--- config.mk ---
export PLATFORM = sky130hd
export DESIGN_NAME = phase_overcurrent_stage
export DESIGN_NICKNAME = d
export VERILOG_FILES = /design/src/core/oc_pkg.sv /design/src/core/phase_overcurrent_stage.sv
export SDC_FILE = /design/constraint.sdc
export NUM_CORES = 2
export LEC_CHECK = 0
export BUFFER_PORTS_ARGS = -buffer_cell sky130_fd_sc_hd__clkbuf_2
export CORE_MARGIN = 2
export CORE_UTILIZATION = 52
export DETAILED_ROUTE_END_ITERATION = 8
export PLACE_DENSITY = 0.76
export SETUP_SLACK_MARGIN = 0.2
export SYNTH_ARGS = -nofsm -noshare
export SYNTH_HDL_FRONTEND = slang
export SYNTH_SLANG_ARGS = --single-unit
--- constraint.sdc ---
create_clock -name clk -period 11.07 [get_ports clk]
set_clock_uncertainty 0.15 [all_clocks]
set_input_delay 1.107 -clock clk [delete_from_list [all_inputs] [get_ports clk]]
set_output_delay 1.107 -clock clk [all_outputs]
set_load 0.02 [all_outputs]
--- src/core/oc_pkg.sv ---
package oc_pkg;
   // time base
   localparam int CLK_NS = 40;
   localparam int MS_NS = 1000000;
   localparam int PRE_W = 16;
   localparam int STAMP_W = 32;
   localparam int CNT_W = 16;
   localparam int MAG_W = 16;
   localparam int NGRP = 8;
   localparam int GRP_W = 3;
   // pick-up scaling, magnitudes in 0.01 x nominal
   localparam logic [15:0] THR_DEF = 16'h0078;
   localparam logic [15:0] THR_MIN = 16'h000A;
   localparam logic [15:0] THR_MAX = 16'h1388;
   localparam logic [6:0] DROP_PCT = 7'h61;
   localparam logic [6:0] FULL_PCT = 7'h64;
   localparam logic [15:0] DELAY_DEF = 16'h0064;
   // saturation when true-rms exceeds rms by 5/4
   localparam logic [2:0] SAT_NUM = 3'h5;
   localparam logic [2:0] SAT_DEN = 3'h4;
   // setting codes
   localparam logic [1:0] MAG_RMS = 2'h1;
   localparam logic [1:0] MAG_TRUE = 2'h2;
   localparam logic [1:0] MAG_PP = 2'h3;
   localparam logic [1:0] REM_OFF = 2'h1;
   localparam logic [1:0] REM_ON = 2'h2;
   localparam logic [1:0] MODE_INST = 2'h0;
   localparam logic [1:0] MODE_DEF = 2'h1;
   localparam logic [1:0] MODE_INV = 2'h2;
   localparam int EV_START = 0;
   localparam int EV_TRIP = 1;
   localparam int EV_BLOCK = 2;
   // register byte offsets
   localparam logic [7:0] OFF_GEN = 8'h00;
   localparam logic [7:0] OFF_CTRL = 8'h04;
   localparam logic [7:0] OFF_STAT = 8'h08;
   localparam logic [7:0] OFF_CNT = 8'h0C;
   localparam logic [7:0] OFF_PRE = 8'h18;
   localparam logic [7:0] OFF_COMM = 8'h24;
   localparam logic [7:0] OFF_GRP = 8'h40;
   localparam logic [7:0] GRP_MASK = 8'hC0;
   typedef enum logic [1:0] {ST_NORMAL, ST_START, ST_TRIP, ST_BLOCKED} stage_e;
   typedef struct packed {
      logic [15:0] rms;
      logic [15:0] trueRms;
      logic [15:0] peak;
   } phase_meas_s;
   typedef struct packed {
      logic [4:0] forceSel;
      logic [1:0] remoteCtl;
      logic [1:0] magSel;
   } general_s;
   typedef struct packed {
      logic valid;
      logic [2:0] on;
      logic [2:0] off;
      logic [STAMP_W-1:0] stamp;
   } event_s;
   typedef struct packed {
      logic blk;
      logic trip;
      logic start;
      logic [2:0] phTrip;
      logic [2:0] phStart;
   } forced_s;
endpackage : oc_pkg

--- src/core/phase_overcurrent_stage.sv ---
`timescale 1ns/1ns
// Contract
// - eight setting groups, one chosen by common select input, changeable live
// - settings and block input may change while running, effective at once
// - instant mode or delayed mode with definite or inverse delay
// - saturation check keeps start and trip working under saturated current
// - on and off events for start, trip and blocked, with stamp
// - instant mode issues start and trip events together, same stamp
// - event stamps count whole milliseconds
// - separate resettable counters of start, trip and blocked events
// - magnitude select: 1 rms (default), 2 true-rms, 3 peak-to-peak
// - peak-to-peak taken directly from raw samples
// - true-rms includes harmonics up to the 32nd
// - pre-fault data is 20 ms average ending at start or trip
// - remote threshold change: 1 disabled (default), 2 allowed
// - general settings stay fixed across group changes
// - forced state codes honoured only while forcing globally enabled
// - any phase above common threshold picks up
// - phase drops off below 97 percent of threshold
// - threshold 0.10 to 50.00 nominal, 0.01 steps, default 1.20
// - start needs pick-up and inactive block input
// - block at pick-up gives blocked, drops start, resets timing
module phase_overcurrent_stage #(
   parameter int MS_CYCLES = oc_pkg::MS_NS / oc_pkg::CLK_NS
) (
   input wire logic clk,
   input wire logic reset_n,
   input wire logic hsel,
   input wire logic [31:0] haddr,
   input wire logic [1:0] htrans,
   input wire logic hwrite,
   input wire logic [2:0] hsize,
   input wire logic [31:0] hwdata,
   input wire logic hready,
   output logic [31:0] hrdata,
   output logic hreadyout,
   output logic hresp,
   input wire oc_pkg::phase_meas_s [2:0] meas,
   input wire logic measValid,
   input wire logic [2:0][15:0] rawSample,
   input wire logic sampleValid,
   input wire logic blockIn,
   input wire logic [oc_pkg::GRP_W-1:0] groupSel,
   input wire logic forceEnable,
   output logic startOut,
   output logic tripOut,
   output logic blockedOut,
   output logic [2:0] phaseStart,
   output logic [2:0] phaseTrip,
   output oc_pkg::event_s eventOut
);
   import oc_pkg::*;
   logic [PRE_W-1:0] prescale;
   logic msTick;
   logic [STAMP_W-1:0] stamp;
   general_s gen;
   logic [15:0] thr [NGRP];
   logic [1:0] mode [NGRP];
   logic [15:0] delay [NGRP];
   logic [15:0] phaseMag [3];
   logic [15:0] ppVal [3];
   logic [2:0] phUp;
   logic [15:0] pre [3];
   logic [CNT_W-1:0] cnt [3];
   logic [2:0] cntClr;
   stage_e state, next_state;
   logic [31:0] opAcc, opLimit;
   logic [7:0] pendAddr;
   logic pendWrite, dataPhase, addrOk;
   logic [31:0] readMux;
   logic [15:0] thrNow, maxMag;
   logic [1:0] modeNow;
   logic anyUp, forcing, timerDone, wrEn;
   forced_s f;
   logic next_start, next_trip, next_blocked;
   logic [2:0] next_phStart, next_phTrip, curVec, nextVec;

   // 1 ms time base for stamps and delay timing
   always_ff @(posedge clk or negedge reset_n) begin
      if (!reset_n) begin
         prescale <= '0;
         msTick <= 1'b0;
         stamp <= '0;
      end else if (prescale == PRE_W'(MS_CYCLES - 1)) begin
         prescale <= '0;
         msTick <= 1'b1;
         stamp <= stamp + 1'b1;
      end else begin
         prescale <= prescale + 1'b1;
         msTick <= 1'b0;
      end
   end
   // active group; the select may move at any time
   assign thrNow = thr[groupSel];
   assign modeNow = mode[groupSel];
   // per-phase magnitude path
   for (genvar g = 0; g < 3; g++) begin : g_phase
      logic signed [15:0] hi, lo;
      logic [15:0] sel;
      logic [18:0] trueScaled, rmsScaled;
      logic [22:0] magPct, thrPct;
      logic [15:0] hist [4];
      logic [17:0] histSum;
      // peak-to-peak straight from raw samples over each 5 ms window
      always_ff @(posedge clk or negedge reset_n) begin
         if (!reset_n) begin
            hi <= 16'sh8000;
            lo <= 16'sh7FFF;
            ppVal[g] <= '0;
         end else if (measValid) begin
            ppVal[g] <= 16'(hi - lo);
            hi <= 16'sh8000;
            lo <= 16'sh7FFF;
         end else if (sampleValid) begin
            if ($signed(rawSample[g]) > hi) hi <= $signed(rawSample[g]);
            if ($signed(rawSample[g]) < lo) lo <= $signed(rawSample[g]);
         end
      end
      // true-rms input already carries harmonics up to the 32nd
      always_comb begin
         case (gen.magSel)
            MAG_TRUE: sel = meas[g].trueRms;
            MAG_PP: sel = ppVal[g];
            default: sel = meas[g].rms;
         endcase
         trueScaled = 19'(meas[g].trueRms) * 19'(SAT_DEN);
         rmsScaled = 19'(meas[g].rms) * 19'(SAT_NUM);
         magPct = 23'(phaseMag[g]) * 23'(FULL_PCT);
         thrPct = 23'(thrNow) * 23'(DROP_PCT);
         histSum = 18'(hist[0]) + 18'(hist[1]) + 18'(hist[2]) + 18'(hist[3]);
      end
      // a saturated core flattens the fundamental, so fall back to true-rms
      always_ff @(posedge clk or negedge reset_n) begin
         if (!reset_n) phaseMag[g] <= '0;
         else if (trueScaled > rmsScaled && meas[g].trueRms > sel)
            phaseMag[g] <= meas[g].trueRms;
         else phaseMag[g] <= sel;
      end
      // comparator with fixed 97 percent reset ratio
      always_ff @(posedge clk or negedge reset_n) begin
         if (!reset_n) phUp[g] <= 1'b0;
         else if (phaseMag[g] > thrNow) phUp[g] <= 1'b1;
         else if (magPct < thrPct) phUp[g] <= 1'b0;
      end
      // four 5 ms values make the 20 ms history
      always_ff @(posedge clk or negedge reset_n) begin
         if (!reset_n) begin
            for (int i = 0; i < 4; i++) hist[i] <= '0;
            pre[g] <= '0;
         end else begin
            if (measValid) begin
               hist[0] <= phaseMag[g];
               for (int i = 1; i < 4; i++) hist[i] <= hist[i-1];
            end
            if (nextVec[EV_START] & ~curVec[EV_START] | nextVec[EV_TRIP] & ~curVec[EV_TRIP])
               pre[g] <= histSum[17:2];
         end
      end
   end

   always_comb begin
      maxMag = phaseMag[0];
      if (phaseMag[1] > maxMag) maxMag = phaseMag[1];
      if (phaseMag[2] > maxMag) maxMag = phaseMag[2];
   end

   assign anyUp = |phUp;
   assign forcing = forceEnable && gen.forceSel != '0;
   assign opLimit = (modeNow == MODE_INV) ? 32'(delay[groupSel]) * 32'(thrNow)
                                          : 32'(delay[groupSel]);
   assign timerDone = opAcc >= opLimit;
   // stage decision; block only matters while picked up
   always_comb begin
      case (state)
         ST_TRIP: begin
            if (!anyUp) next_state = ST_NORMAL;
            else if (blockIn) next_state = ST_BLOCKED;
            else next_state = ST_TRIP;
         end
         default: begin
            if (!anyUp) next_state = ST_NORMAL;
            else if (blockIn) next_state = ST_BLOCKED;
            else if (modeNow == MODE_INST || timerDone) next_state = ST_TRIP;
            else next_state = ST_START;
         end
      endcase
   end
   // operate timer: inverse mode integrates current, so big faults trip sooner
   always_ff @(posedge clk or negedge reset_n) begin
      if (!reset_n) opAcc <= '0;
      else if (state != ST_START) opAcc <= '0;
      else if (msTick)
         opAcc <= opAcc + ((modeNow == MODE_INV) ? 32'(maxMag) : 32'h1);
   end

   always_ff @(posedge clk or negedge reset_n) begin
      if (!reset_n) state <= ST_NORMAL;
      else state <= next_state;
   end
   // forced state table
   always_comb begin
      f = '0;
      case (gen.forceSel)
         5'h01: f.start = 1'b1;
         5'h02: {f.start, f.trip} = 2'h3;
         5'h03: f.blk = 1'b1;
         5'h04, 5'h05, 5'h06: begin
            f.start = 1'b1;
            f.phStart = 3'h1 << (gen.forceSel - 5'h04);
         end
         5'h07, 5'h08, 5'h09: begin
            {f.start, f.trip} = 2'h3;
            f.phStart = 3'h1 << (gen.forceSel - 5'h07);
            f.phTrip = f.phStart;
         end
         5'h0A: {f.start, f.phStart} = 4'hB;
         5'h0B: {f.start, f.phStart} = 4'hE;
         5'h0C: {f.start, f.phStart} = 4'hD;
         5'h0D: {f.start, f.phStart} = 4'hF;
         5'h0E: {f.start, f.trip, f.phTrip, f.phStart} = 8'hDB;
         5'h0F: {f.start, f.trip, f.phTrip, f.phStart} = 8'hF6;
         5'h10: {f.start, f.trip, f.phTrip, f.phStart} = 8'hED;
         5'h11: {f.start, f.trip, f.phTrip, f.phStart} = 8'hFF;
         default: f = '0;
      endcase
      next_start = forcing ? f.start : (next_state == ST_START || next_state == ST_TRIP);
      next_trip = forcing ? f.trip : next_state == ST_TRIP;
      next_blocked = forcing ? f.blk : next_state == ST_BLOCKED;
      next_phStart = forcing ? f.phStart : phUp & {3{next_start}};
      next_phTrip = forcing ? f.phTrip : phUp & {3{next_trip}};
      curVec = {blockedOut, tripOut, startOut};
      nextVec = {next_blocked, next_trip, next_start};
   end
   // outputs and events leave on the same edge with one stamp
   always_ff @(posedge clk or negedge reset_n) begin
      if (!reset_n) begin
         {startOut, tripOut, blockedOut} <= '0;
         phaseStart <= '0;
         phaseTrip <= '0;
         eventOut <= '0;
      end else begin
         {blockedOut, tripOut, startOut} <= nextVec;
         phaseStart <= next_phStart;
         phaseTrip <= next_phTrip;
         eventOut.on <= nextVec & ~curVec;
         eventOut.off <= ~nextVec & curVec;
         eventOut.valid <= nextVec != curVec;
         eventOut.stamp <= stamp;
      end
   end
   // counters; a new event beats a clear in the same cycle
   always_ff @(posedge clk or negedge reset_n) begin
      if (!reset_n) for (int i = 0; i < 3; i++) cnt[i] <= '0;
      else for (int i = 0; i < 3; i++) begin
         if (nextVec[i] & ~curVec[i])
            cnt[i] <= cntClr[i] ? CNT_W'(1) : cnt[i] + 1'b1;
         else if (cntClr[i]) cnt[i] <= '0;
      end
   end
   // AHB-Lite slave: one wait state so reads see any preceding write
   always_ff @(posedge clk or negedge reset_n) begin
      if (!reset_n) begin
         pendAddr <= '0;
         pendWrite <= 1'b0;
         addrOk <= 1'b0;
         dataPhase <= 1'b0;
         hreadyout <= 1'b1;
         hrdata <= '0;
      end else if (hsel && htrans[1] && hready) begin
         pendAddr <= haddr[7:0];
         pendWrite <= hwrite;
         addrOk <= haddr[31:8] == '0;
         dataPhase <= 1'b1;
         hreadyout <= 1'b0;
      end else if (dataPhase) begin
         dataPhase <= 1'b0;
         hreadyout <= 1'b1;
         if (!pendWrite) hrdata <= readMux;
      end
   end

   always_ff @(posedge clk or negedge reset_n) begin
      if (!reset_n) hresp <= 1'b0;
      else hresp <= 1'b0;
   end

   assign wrEn = dataPhase && pendWrite && addrOk;

   // unmapped addresses read zero
   always_comb begin
      readMux = '0;
      if (addrOk) begin
         if ((pendAddr & GRP_MASK) == OFF_GRP)
            readMux = pendAddr[2] ? 32'(delay[pendAddr[5:3]])
                                  : 32'({mode[pendAddr[5:3]], thr[pendAddr[5:3]]});
         else case (pendAddr)
            OFF_GEN: readMux = 32'(gen);
            OFF_STAT: readMux = 32'({groupSel, state, phaseTrip, phaseStart,
                                     blockedOut, tripOut, startOut});
            OFF_CNT: readMux = 32'(cnt[EV_START]);
            OFF_CNT + 8'h04: readMux = 32'(cnt[EV_TRIP]);
            OFF_CNT + 8'h08: readMux = 32'(cnt[EV_BLOCK]);
            OFF_PRE: readMux = 32'(pre[0]);
            OFF_PRE + 8'h04: readMux = 32'(pre[1]);
            OFF_PRE + 8'h08: readMux = 32'(pre[2]);
            OFF_COMM: readMux = 32'(thrNow);
            default: readMux = '0;
         endcase
      end
   end
   // general settings live outside the groups
   always_ff @(posedge clk or negedge reset_n) begin
      if (!reset_n) gen <= '{forceSel: '0, remoteCtl: REM_OFF, magSel: MAG_RMS};
      else if (wrEn && pendAddr == OFF_GEN) gen <= hwdata[$bits(general_s)-1:0];
   end
   // counter clear strobes
   always_ff @(posedge clk or negedge reset_n) begin
      if (!reset_n) cntClr <= '0;
      else cntClr <= (wrEn && pendAddr == OFF_CTRL) ? hwdata[2:0] : 3'h0;
   end

   // group settings; threshold clamped to its legal range
   function automatic logic [15:0] clampThr(input logic [15:0] v);
      if (v < THR_MIN) return THR_MIN;
      if (v > THR_MAX) return THR_MAX;
      return v;
   endfunction : clampThr

   always_ff @(posedge clk or negedge reset_n) begin
      if (!reset_n) begin
         for (int i = 0; i < NGRP; i++) begin
            thr[i] <= THR_DEF;
            mode[i] <= MODE_DEF;
            delay[i] <= DELAY_DEF;
         end
      end else if (wrEn) begin
         if ((pendAddr & GRP_MASK) == OFF_GRP) begin
            if (pendAddr[2]) delay[pendAddr[5:3]] <= hwdata[15:0];
            else begin
               thr[pendAddr[5:3]] <= clampThr(hwdata[15:0]);
               mode[pendAddr[5:3]] <= hwdata[17:16];
            end
         end else if (pendAddr == OFF_COMM && gen.remoteCtl == REM_ON)
            thr[groupSel] <= clampThr(hwdata[15:0]);
      end
   end

   // checks
   block_gates_a: assert property (@(posedge clk) disable iff (!reset_n)
      $past(blockIn) && !$past(forcing) |-> !startOut)
      else $error("start asserted while block input active");
   blocked_out_a: assert property (@(posedge clk) disable iff (!reset_n)
      $past(anyUp && blockIn && !forcing) |-> blockedOut && !tripOut)
      else $error("blocked not shown on blocked pick-up");
   start_event_a: assert property (@(posedge clk) disable iff (!reset_n)
      $rose(startOut) |-> eventOut.valid && eventOut.on[EV_START])
      else $error("start on event missing");
   trip_off_a: assert property (@(posedge clk) disable iff (!reset_n)
      $fell(tripOut) |-> eventOut.valid && eventOut.off[EV_TRIP])
      else $error("trip off event missing");
   instant_trip_a: assert property (@(posedge clk) disable iff (!reset_n)
      $past(anyUp && !blockIn && modeNow == MODE_INST && !forcing)
      |-> tripOut && startOut)
      else $error("instant mode did not start and trip together");
   drop_hyst_a: assert property (@(posedge clk) disable iff (!reset_n)
      $past(phUp[0]) && $past(phaseMag[0]) >= $past(thrNow) |-> phUp[0])
      else $error("phase dropped above threshold");
   trip_count_a: assert property (@(posedge clk) disable iff (!reset_n)
      eventOut.on[EV_TRIP] && !$past(cntClr[EV_TRIP])
      |-> cnt[EV_TRIP] == CNT_W'($past(cnt[EV_TRIP]) + 1'b1))
      else $error("trip counter did not advance");
   stamp_step_a: assert property (@(posedge clk) disable iff (!reset_n)
      msTick |-> stamp == STAMP_W'($past(stamp) + 1'b1) ##1 $stable(stamp))
      else $error("stamp not advanced once per millisecond");
   bus_wait_a: assert property (@(posedge clk) disable iff (!reset_n)
      hsel && htrans[1] && hready |=> !hreadyout ##1 hreadyout)
      else $error("bus answer not one wait state");
   remote_gate_a: assert property (@(posedge clk) disable iff (!reset_n)
      wrEn && pendAddr == OFF_COMM && gen.remoteCtl != REM_ON
      |=> $stable(thrNow) || $changed(groupSel))
      else $error("threshold changed with remote control disabled");
   force_gate_a: assert property (@(posedge clk) disable iff (!reset_n)
      $past(!forceEnable && !anyUp) |-> !startOut && !tripOut && !blockedOut)
      else $error("forced state honoured while forcing disabled");
   cover_instant_c: cover property (@(posedge clk) disable iff (!reset_n)
      eventOut.on[EV_START] && eventOut.on[EV_TRIP]);
   cover_blocked_c: cover property (@(posedge clk) disable iff (!reset_n)
      $fell(startOut) && blockedOut);
   cover_delayed_c: cover property (@(posedge clk) disable iff (!reset_n)
      state == ST_START ##1 state == ST_TRIP);
   cover_forced_c: cover property (@(posedge clk) disable iff (!reset_n)
      forcing && tripOut);
endmodule : phase_overcurrent_stage

After elaboration in Yosys (flattened, before gate mapping) --
Index checks and enable logic that the tools add are counted.
Storage, ports and cells: output and inout port bits 82, register bits after elaboration 942, logic and storage cells 379, input bits 273
Operators by class: multipliers 8, shift operators 2, $lt $le $gt $ge 27, bitwise gates (word level) 18, $add $sub $neg 20, mux-type cells 130, equal/unequal tests 39, reduce and logical (&&, ||, !) cells 54
Operators with widths (count):
- 16-bit two-way mux | 56
- 128-bit bitwise mux | 3
- 128-bit two-way mux | 3
- 16-bit binary-select mux with 3-bit select | 4
- 16-bit greater-than comparator | 11
- 16-bit one-hot mux with 9 select lines | 1
- 16-bit demux with 3-bit select | 2
- 32-bit two-way mux | 3
- 16-bit one-hot mux with 2 select lines | 3
- 23-bit less-than comparator | 3
- 16-bit by 1-bit adder with 16-bit output, second input constant | 4
- 16-bit by 5-bit multiplier with 21-bit output, second input constant | 3
- 18-bit by 19-bit greater-than comparator with 1-bit output | 3
- 16-bit by 3-bit multiplier with 19-bit output, second input constant | 3
- 17-bit by 16-bit adder with 18-bit output | 3
- 18-bit by 16-bit adder with 18-bit output | 3
- 18-bit two-way mux | 3
- 16-bit by 16-bit adder with 17-bit output | 3
- 16-bit less-than comparator | 3
- 16-bit subtractor | 3
- 5-bit by 4-bit == test with 1-bit output, second input constant | 8
- 1-bit two-way mux | 33
- 32-bit by 1-bit adder with 32-bit output, second input constant | 1
- 32-bit by 16-bit adder with 32-bit output | 1
- other kinds (49) | 135

Depth between registers and ports, before layout --
depth in word-level cells 17, gate-level depth with buffers 48, mapped depth without buffers 42

Worst setup path before layout --
OpenSTA, ideal clock, no wires.
path kind input to register, start point input groupSel[1] in the netlist's numbering, end point register pre[16] in the netlist's numbering, path slack 0.359 ns, arrival 10.483 ns, buffers on the path 8, cell stages on the path 40, setup time 0.078 ns, data required time 10.842 ns, path through buf_2 nor3_1 clkbuf_1 a22oi_1 and4_1 clkbuf_1 inv_1 clkbuf_1 nand2_1 fa_1 inv_1 fa_1 fa_1 fa_1 fa_1 inv_1 fa_1 inv_1 [4 not listed] and4_1 a21oi_1 o21ai_0 a31oi_1 or4b_1 and3_1 ha_1 nand4_1 o2111ai_1 a31oi_1 o21ai_0 ha_1 clkbuf_1 or2_2 clkbuf_1 clkbuf_1 nor2_1 a21oi_1
RTL lines:
- start: declaration | line phase_overcurrent_stage.sv:43 | input wire logic [oc_pkg::GRP_W-1:0] groupSel,
- 3-bit inverter with 4-bit output (implied by the code) (*)
- 16-bit binary-select mux with 3-bit select (tied with other cells) | line phase_overcurrent_stage.sv:169, phase_overcurrent_stage.sv:170
- 16-bit two-way mux (implied by the code) (tied with other cells) (2 in a row) | line phase_overcurrent_stage.sv:169, phase_overcurrent_stage.sv:170
- 16-bit by 16-bit multiplier with 32-bit output / 2-bit == test (equally long branches) | line phase_overcurrent_stage.sv:169 | assign opLimit = (modeNow == MODE_INV) ? 32'(delay[groupSel]) * 32'(thrNow)
- 32-bit two-way mux | line phase_overcurrent_stage.sv:169
- 32-bit >= comparator | line phase_overcurrent_stage.sv:171 | assign timerDone = opAcc >= opLimit;
- 1-bit logical OR (*) | line phase_overcurrent_stage.sv:183 | else if (modeNow == MODE_INST || timerDone) next_state = ST_TRIP;
- 2-bit two-way mux (*) | line phase_overcurrent_stage.sv:183
- 2-bit two-way mux (*) | line phase_overcurrent_stage.sv:182 | else if (blockIn) next_state = ST_BLOCKED;
- 2-bit two-way mux (*) | line phase_overcurrent_stage.sv:181 | if (!anyUp) next_state = ST_NORMAL;
- 2-bit two-way mux (*) | line phase_overcurrent_stage.sv:174 | case (state)
- 2-bit == test (*) | line phase_overcurrent_stage.sv:227 | next_trip = forcing ? f.trip : next_state == ST_TRIP;
- 1-bit two-way mux (*) | line phase_overcurrent_stage.sv:227
- net next_trip | line phase_overcurrent_stage.sv:75 | logic next_start, next_trip, next_blocked;
- 1-bit AND (*) | line phase_overcurrent_stage.sv:155 | if (nextVec[EV_START] & ~curVec[EV_START] | nextVec[EV_TRIP] & ~curVec[EV_TRIP])
- 1-bit bitwise OR (*) | line phase_overcurrent_stage.sv:155
- end signal: indexed assignment | line phase_overcurrent_stage.sv:156 | pre[g] <= histSum[17:2];
- end: declaration | line phase_overcurrent_stage.sv:63 | logic [15:0] pre [3];
The timed path passes the listed nets; every way through them passes the cells marked *. The select of a mux whose other input is x is not followed. A chain may end at the register's enable or synchronous reset.

Final worst setup path --
start point input groupSel[1] in the netlist's numbering, end point register cnt[29] in the netlist's numbering
Between the ends: word-level cells in the longest chain between the ends 16
Ends and longest elaborated chain:
- 3-bit inverter with 4-bit output (implied by the code) (*)
- 16-bit binary-select mux with 3-bit select (tied with other cells) | line phase_overcurrent_stage.sv:169, phase_overcurrent_stage.sv:170
- 16-bit two-way mux (implied by the code) (tied with other cells) (2 in a row) | line phase_overcurrent_stage.sv:169, phase_overcurrent_stage.sv:170
- 16-bit by 16-bit multiplier with 32-bit output / 2-bit == test (equally long branches) | line phase_overcurrent_stage.sv:169
- 32-bit two-way mux | line phase_overcurrent_stage.sv:169
- 32-bit >= comparator | line phase_overcurrent_stage.sv:171
- 1-bit logical OR (*) | line phase_overcurrent_stage.sv:183
- 2-bit two-way mux (*) | line phase_overcurrent_stage.sv:183
- 2-bit two-way mux (*) | line phase_overcurrent_stage.sv:182
- 2-bit two-way mux (*) | line phase_overcurrent_stage.sv:181
- 2-bit two-way mux (*) | line phase_overcurrent_stage.sv:174
- 2-bit == test (*) | line phase_overcurrent_stage.sv:227
- 1-bit two-way mux (*) | line phase_overcurrent_stage.sv:227
- net next_trip | line phase_overcurrent_stage.sv:75
- 1-bit AND (*) | line phase_overcurrent_stage.sv:255 | if (nextVec[i] & ~curVec[i])
- 16-bit two-way mux / 2-bit nonzero test (equally long branches)
- end signal: indexed assignment | line phase_overcurrent_stage.sv:256 | cnt[i] <= cntClr[i] ? CNT_W'(1) : cnt[i] + 1'b1;
- end: declaration | line phase_overcurrent_stage.sv:64 | logic [CNT_W-1:0] cnt [3];
Marked as above.

==> results.md <==
* Die ar. at 144,000 sq um
* Num CTS Buffers at 102
* Vias at 59,251
* RSZ-0062 raised after global routing: no
* Worst Tran Pin Value at 1.16 ns
* Mapped Area at 73,400 sq um
* Reg2Reg Setup Slack at 1.09 ns
* Core area at 140,000 sq um
* Ys async rst share at 100%
* Ys flop type: dfrtp_1
* Placed cells at 9,617
* Crit path capture type: register
* Setup WS post-layout at 0.634 ns
* Largest net degree at the start of global routing at 161
* Crit start category: input port
* Setup violators final at 0
* DRC violations left at 0
* Final WL at 210,000 um
* Grt ovf at 0
* Max frequency at 95.8 MHz
* Yosys warns at 0
* Initial DRC count at 5,151
* Syn avg cell area at 9.79 sq um
* CP max FO at 10
* Commonest non-fill, non-tap cell in the layout: ha_1
* Port Buf Inserts at 273
* Hold Path Class: in -> async
* Minimum clock period at 10.44 ns
* Layout area overhead at 11.8%
* Status: complete, no violations
* WP data required at 11.50 ns
* Fillers at 11,729
* Later-pin clock latency in the skew report at 0.80 ns
* Final setup TNS at 0 ns
* Number of global-route vias before repair at 59,872
* Root Buffer: clkbuf_16
* Gate Count Post-Synth at 7,501
* Worst Path Arrival at 10.87 ns
* Hpwl dp at 157,000 um
* Die width at 380 um
* Number of enable flip-flop cells after synthesis at 0
* Clock Sink Count at 928
* Crit path max-delay cell type: fa_1
* Biggest cell delay along the critical path at 0.55 ns
* GP Congestion at 0.955
* Largest cells by area after synthesis: dfrtp_1 (28%), ha_1 (15%), fa_1 (9.2%), mux2_2 (6.5%), dfstp_2 (4.1%)
* Nets at 9,363
* Hold Fails Final Rpt at 0
* Leakage at 40.2 nW
* Dpl ws at -0.123 ns
* CTS tree: yes
* Pwr dens at 214 nW/um^2
* Register area at 23,400 sq um
* Reg-to-Reg End: pre[15]$_DFFE_PN0P_
* Pins Over Slew Limit at 0
* Netlist cell types at 95
* Hold WS at 0.210 ns
* Initial Utilization at 52.5%
* Crit-path most repeated cell: fa_1
* Worst r2r path cells at 37
* Worst-path clk slew at 0.06 ns
* DR WL/cell at 21.4 um
* Non-filler cells, final at 9,813
* Crit path kind: in -> reg
* Yosys top cell area share at 27.7%
* Ratio of cells with drive above 1 in the final layout at 16.6%
* Max_cap viols at 0
* Util after Layout at 58.7%
* VDD IR max at 0.000227 V
* Die H at 380 um
* Drt via density at 6.04
* Final ANT Viol Nets at 0
* Max Buffers Root-to-Sink at 3
* Overall Global Routing Usage at 28.8%
* Cell taking the most area after synthesis: dfrtp_1
* Multi-input logic area at 46,000 sq um
* Slew margin rel. at 21.9%
* First-pass GRT wire length at 330,000 um
* H-Tree Level Count at 3
* Placement Rows at 137
* Synthesis-stage register bit count at 928
* Most frequent cells in the layout: ha_1 (905), dfrtp_1 (811), inv_1 (745), nor2_1 (560), nand2_1 (511)
* Critical Path Start: groupSel[1]
* Pre-antenna DRT Iters at 9
* Initial antenna violation count at 21
* IO Pins at 355
* Sequential area share after synthesis at 31.8%
* Worst R2R Start: thr[113]$_DFFE_PN0P_
* Fin crit share at 94.3%
==> cell type report <==
type	count	share of cell area, %
antenna	7	0.0214
tap	1876	2.86
multi-input combinational	5514	56.1
timing repair buffer	549	4.72
clock buffer	140	3.53
inverter	752	3.45
sequential	928	28.5
clock inverter	47	0.828
==> synth_stat cells, types with 14 or more instances <==
| library cell | instances |
|---|---|
| and2_1 | 29 |
| o31ai_1 | 23 |
| o22ai_1 | 122 |
| inv_1 | 746 |
| nor3_1 | 93 |
| nand2b_1 | 70 |
| nor2b_1 | 105 |
| o21a_1 | 48 |
| nor2_1 | 561 |
| nand4_1 | 105 |
| nand2_1 | 512 |
| o41ai_1 | 15 |
| buf_2 | 53 |
| o21ai_0 | 282 |
| nor4_1 | 42 |
| fa_1 | 338 |
| dfrtp_1 | 813 |
| ha_1 | 905 |
| o22a_1 | 14 |
| nand3b_1 | 14 |
| a22oi_1 | 148 |
| a211o_1 | 29 |
| dfstp_2 | 115 |
| nand3_1 | 152 |
| or3_1 | 39 |
| o2111ai_1 | 22 |
| o221ai_1 | 14 |
| a31oi_1 | 26 |
| o211ai_1 | 99 |
| a2111oi_0 | 14 |
| xor2_1 | 133 |
| mux2i_1 | 152 |
| and4_1 | 40 |
| mux2_2 | 423 |
| a21oi_1 | 373 |
| buf_4 | 23 |
| and3_1 | 64 |
| xnor2_1 | 160 |
| a211oi_1 | 23 |
| clkbuf_1 | 230 |
| o21bai_1 | 20 |
| a21o_1 | 116 |
==> critical path: cells and delay by family <==
family          cells  cell delay [ns]
simple gates        9             2.04
compound gates     10             2.34
xor+xnor            1             0.15
buf+inv             9             1.54
fa+ha+maj           9             3.68
==> power by group <==
group	internal [W]	total [W]	switching, W
logic	0.00413	0.00950	0.00537
registers	0.00392	0.00448	0.000566
clock network	0.00208	0.00359	0.00151
==> state kept, by name, summed over array words and instances, names as in the netlist, 48 cells and up <==
name,count
cnt,48
delay,128
g_phase.hi,48
g_phase.hist,192
g_phase.lo,48
phaseMag,48
ppVal,48
pre,48
thr,128
==> cell families after synthesis <==
kind of cell | after synthesis | share of synthesized area (%)
AO/OA/AOI/OAI | 1498 | 13.3
XOR/XNOR | 293 | 3.50
adder cells (fa/ha/maj) | 1243 | 24.6
buffers and inverters | 1073 | 5.72
flip-flops | 928 | 31.8
multiplexers | 587 | 8.78
other | 1 | 0.00511
AND/OR/NAND/NOR | 1878 | 12.2
==> layer usage <==
| metal | share of wire, % | GRT usage, % | vias up | wire [um] |
|---|---|---|---|---|
| met5 | 0.089 | 0 | - | 187 |
| met4 | 6.1 | 15.1 | 24 | 12700 |
| met3 | 9.4 | 7.19 | 746 | 19800 |
| met2 | 45 | 45.6 | 2579 | 94000 |
| met1 | 40 | 36.3 | 28823 | 83100 |
| li1 | - | - | 27079 | - |
==> repair_timing <==
item / 4_1_cts / 5_1_grt
setup endpoints to repair: 0 / 52
gates resized for setup: 0 / 6
buffers inserted: 0 / 2
hold buffers: 0 / 0
==> worst max path at each step <==
stage,to,slack [ns],cells past startpoint
floorplan,pre[16]$_DFFE_PN0P_,0.36,40
global placement,cnt[26]$_DFFE_PN0P_,-0.008,37
detailed placement,cnt[26]$_DFFE_PN0P_,-0.12,37
CTS,cnt[29]$_DFFE_PN0P_,0.65,38
global route,cnt[29]$_DFFE_PN0P_,0.21,44
finish,cnt[29]$_DFFE_PN0P_,0.63,38
==> through the flow <==
| step | power (W) | instance area, sq um |
|---|---|---|
| 4_1_cts | 0.0176 | 82000 |
| 6_report | 0.0176 | 82000 |
| 5_1_grt | 0.0190 | 82000 |
| 3_3_place_gp | 0.0134 | 78400 |
| 3_5_place_dp | 0.0138 | 78400 |
| 2_1_floorplan | 0.0113 | 73500 |
Note: power is estimated with default switching activity, not from simulation.
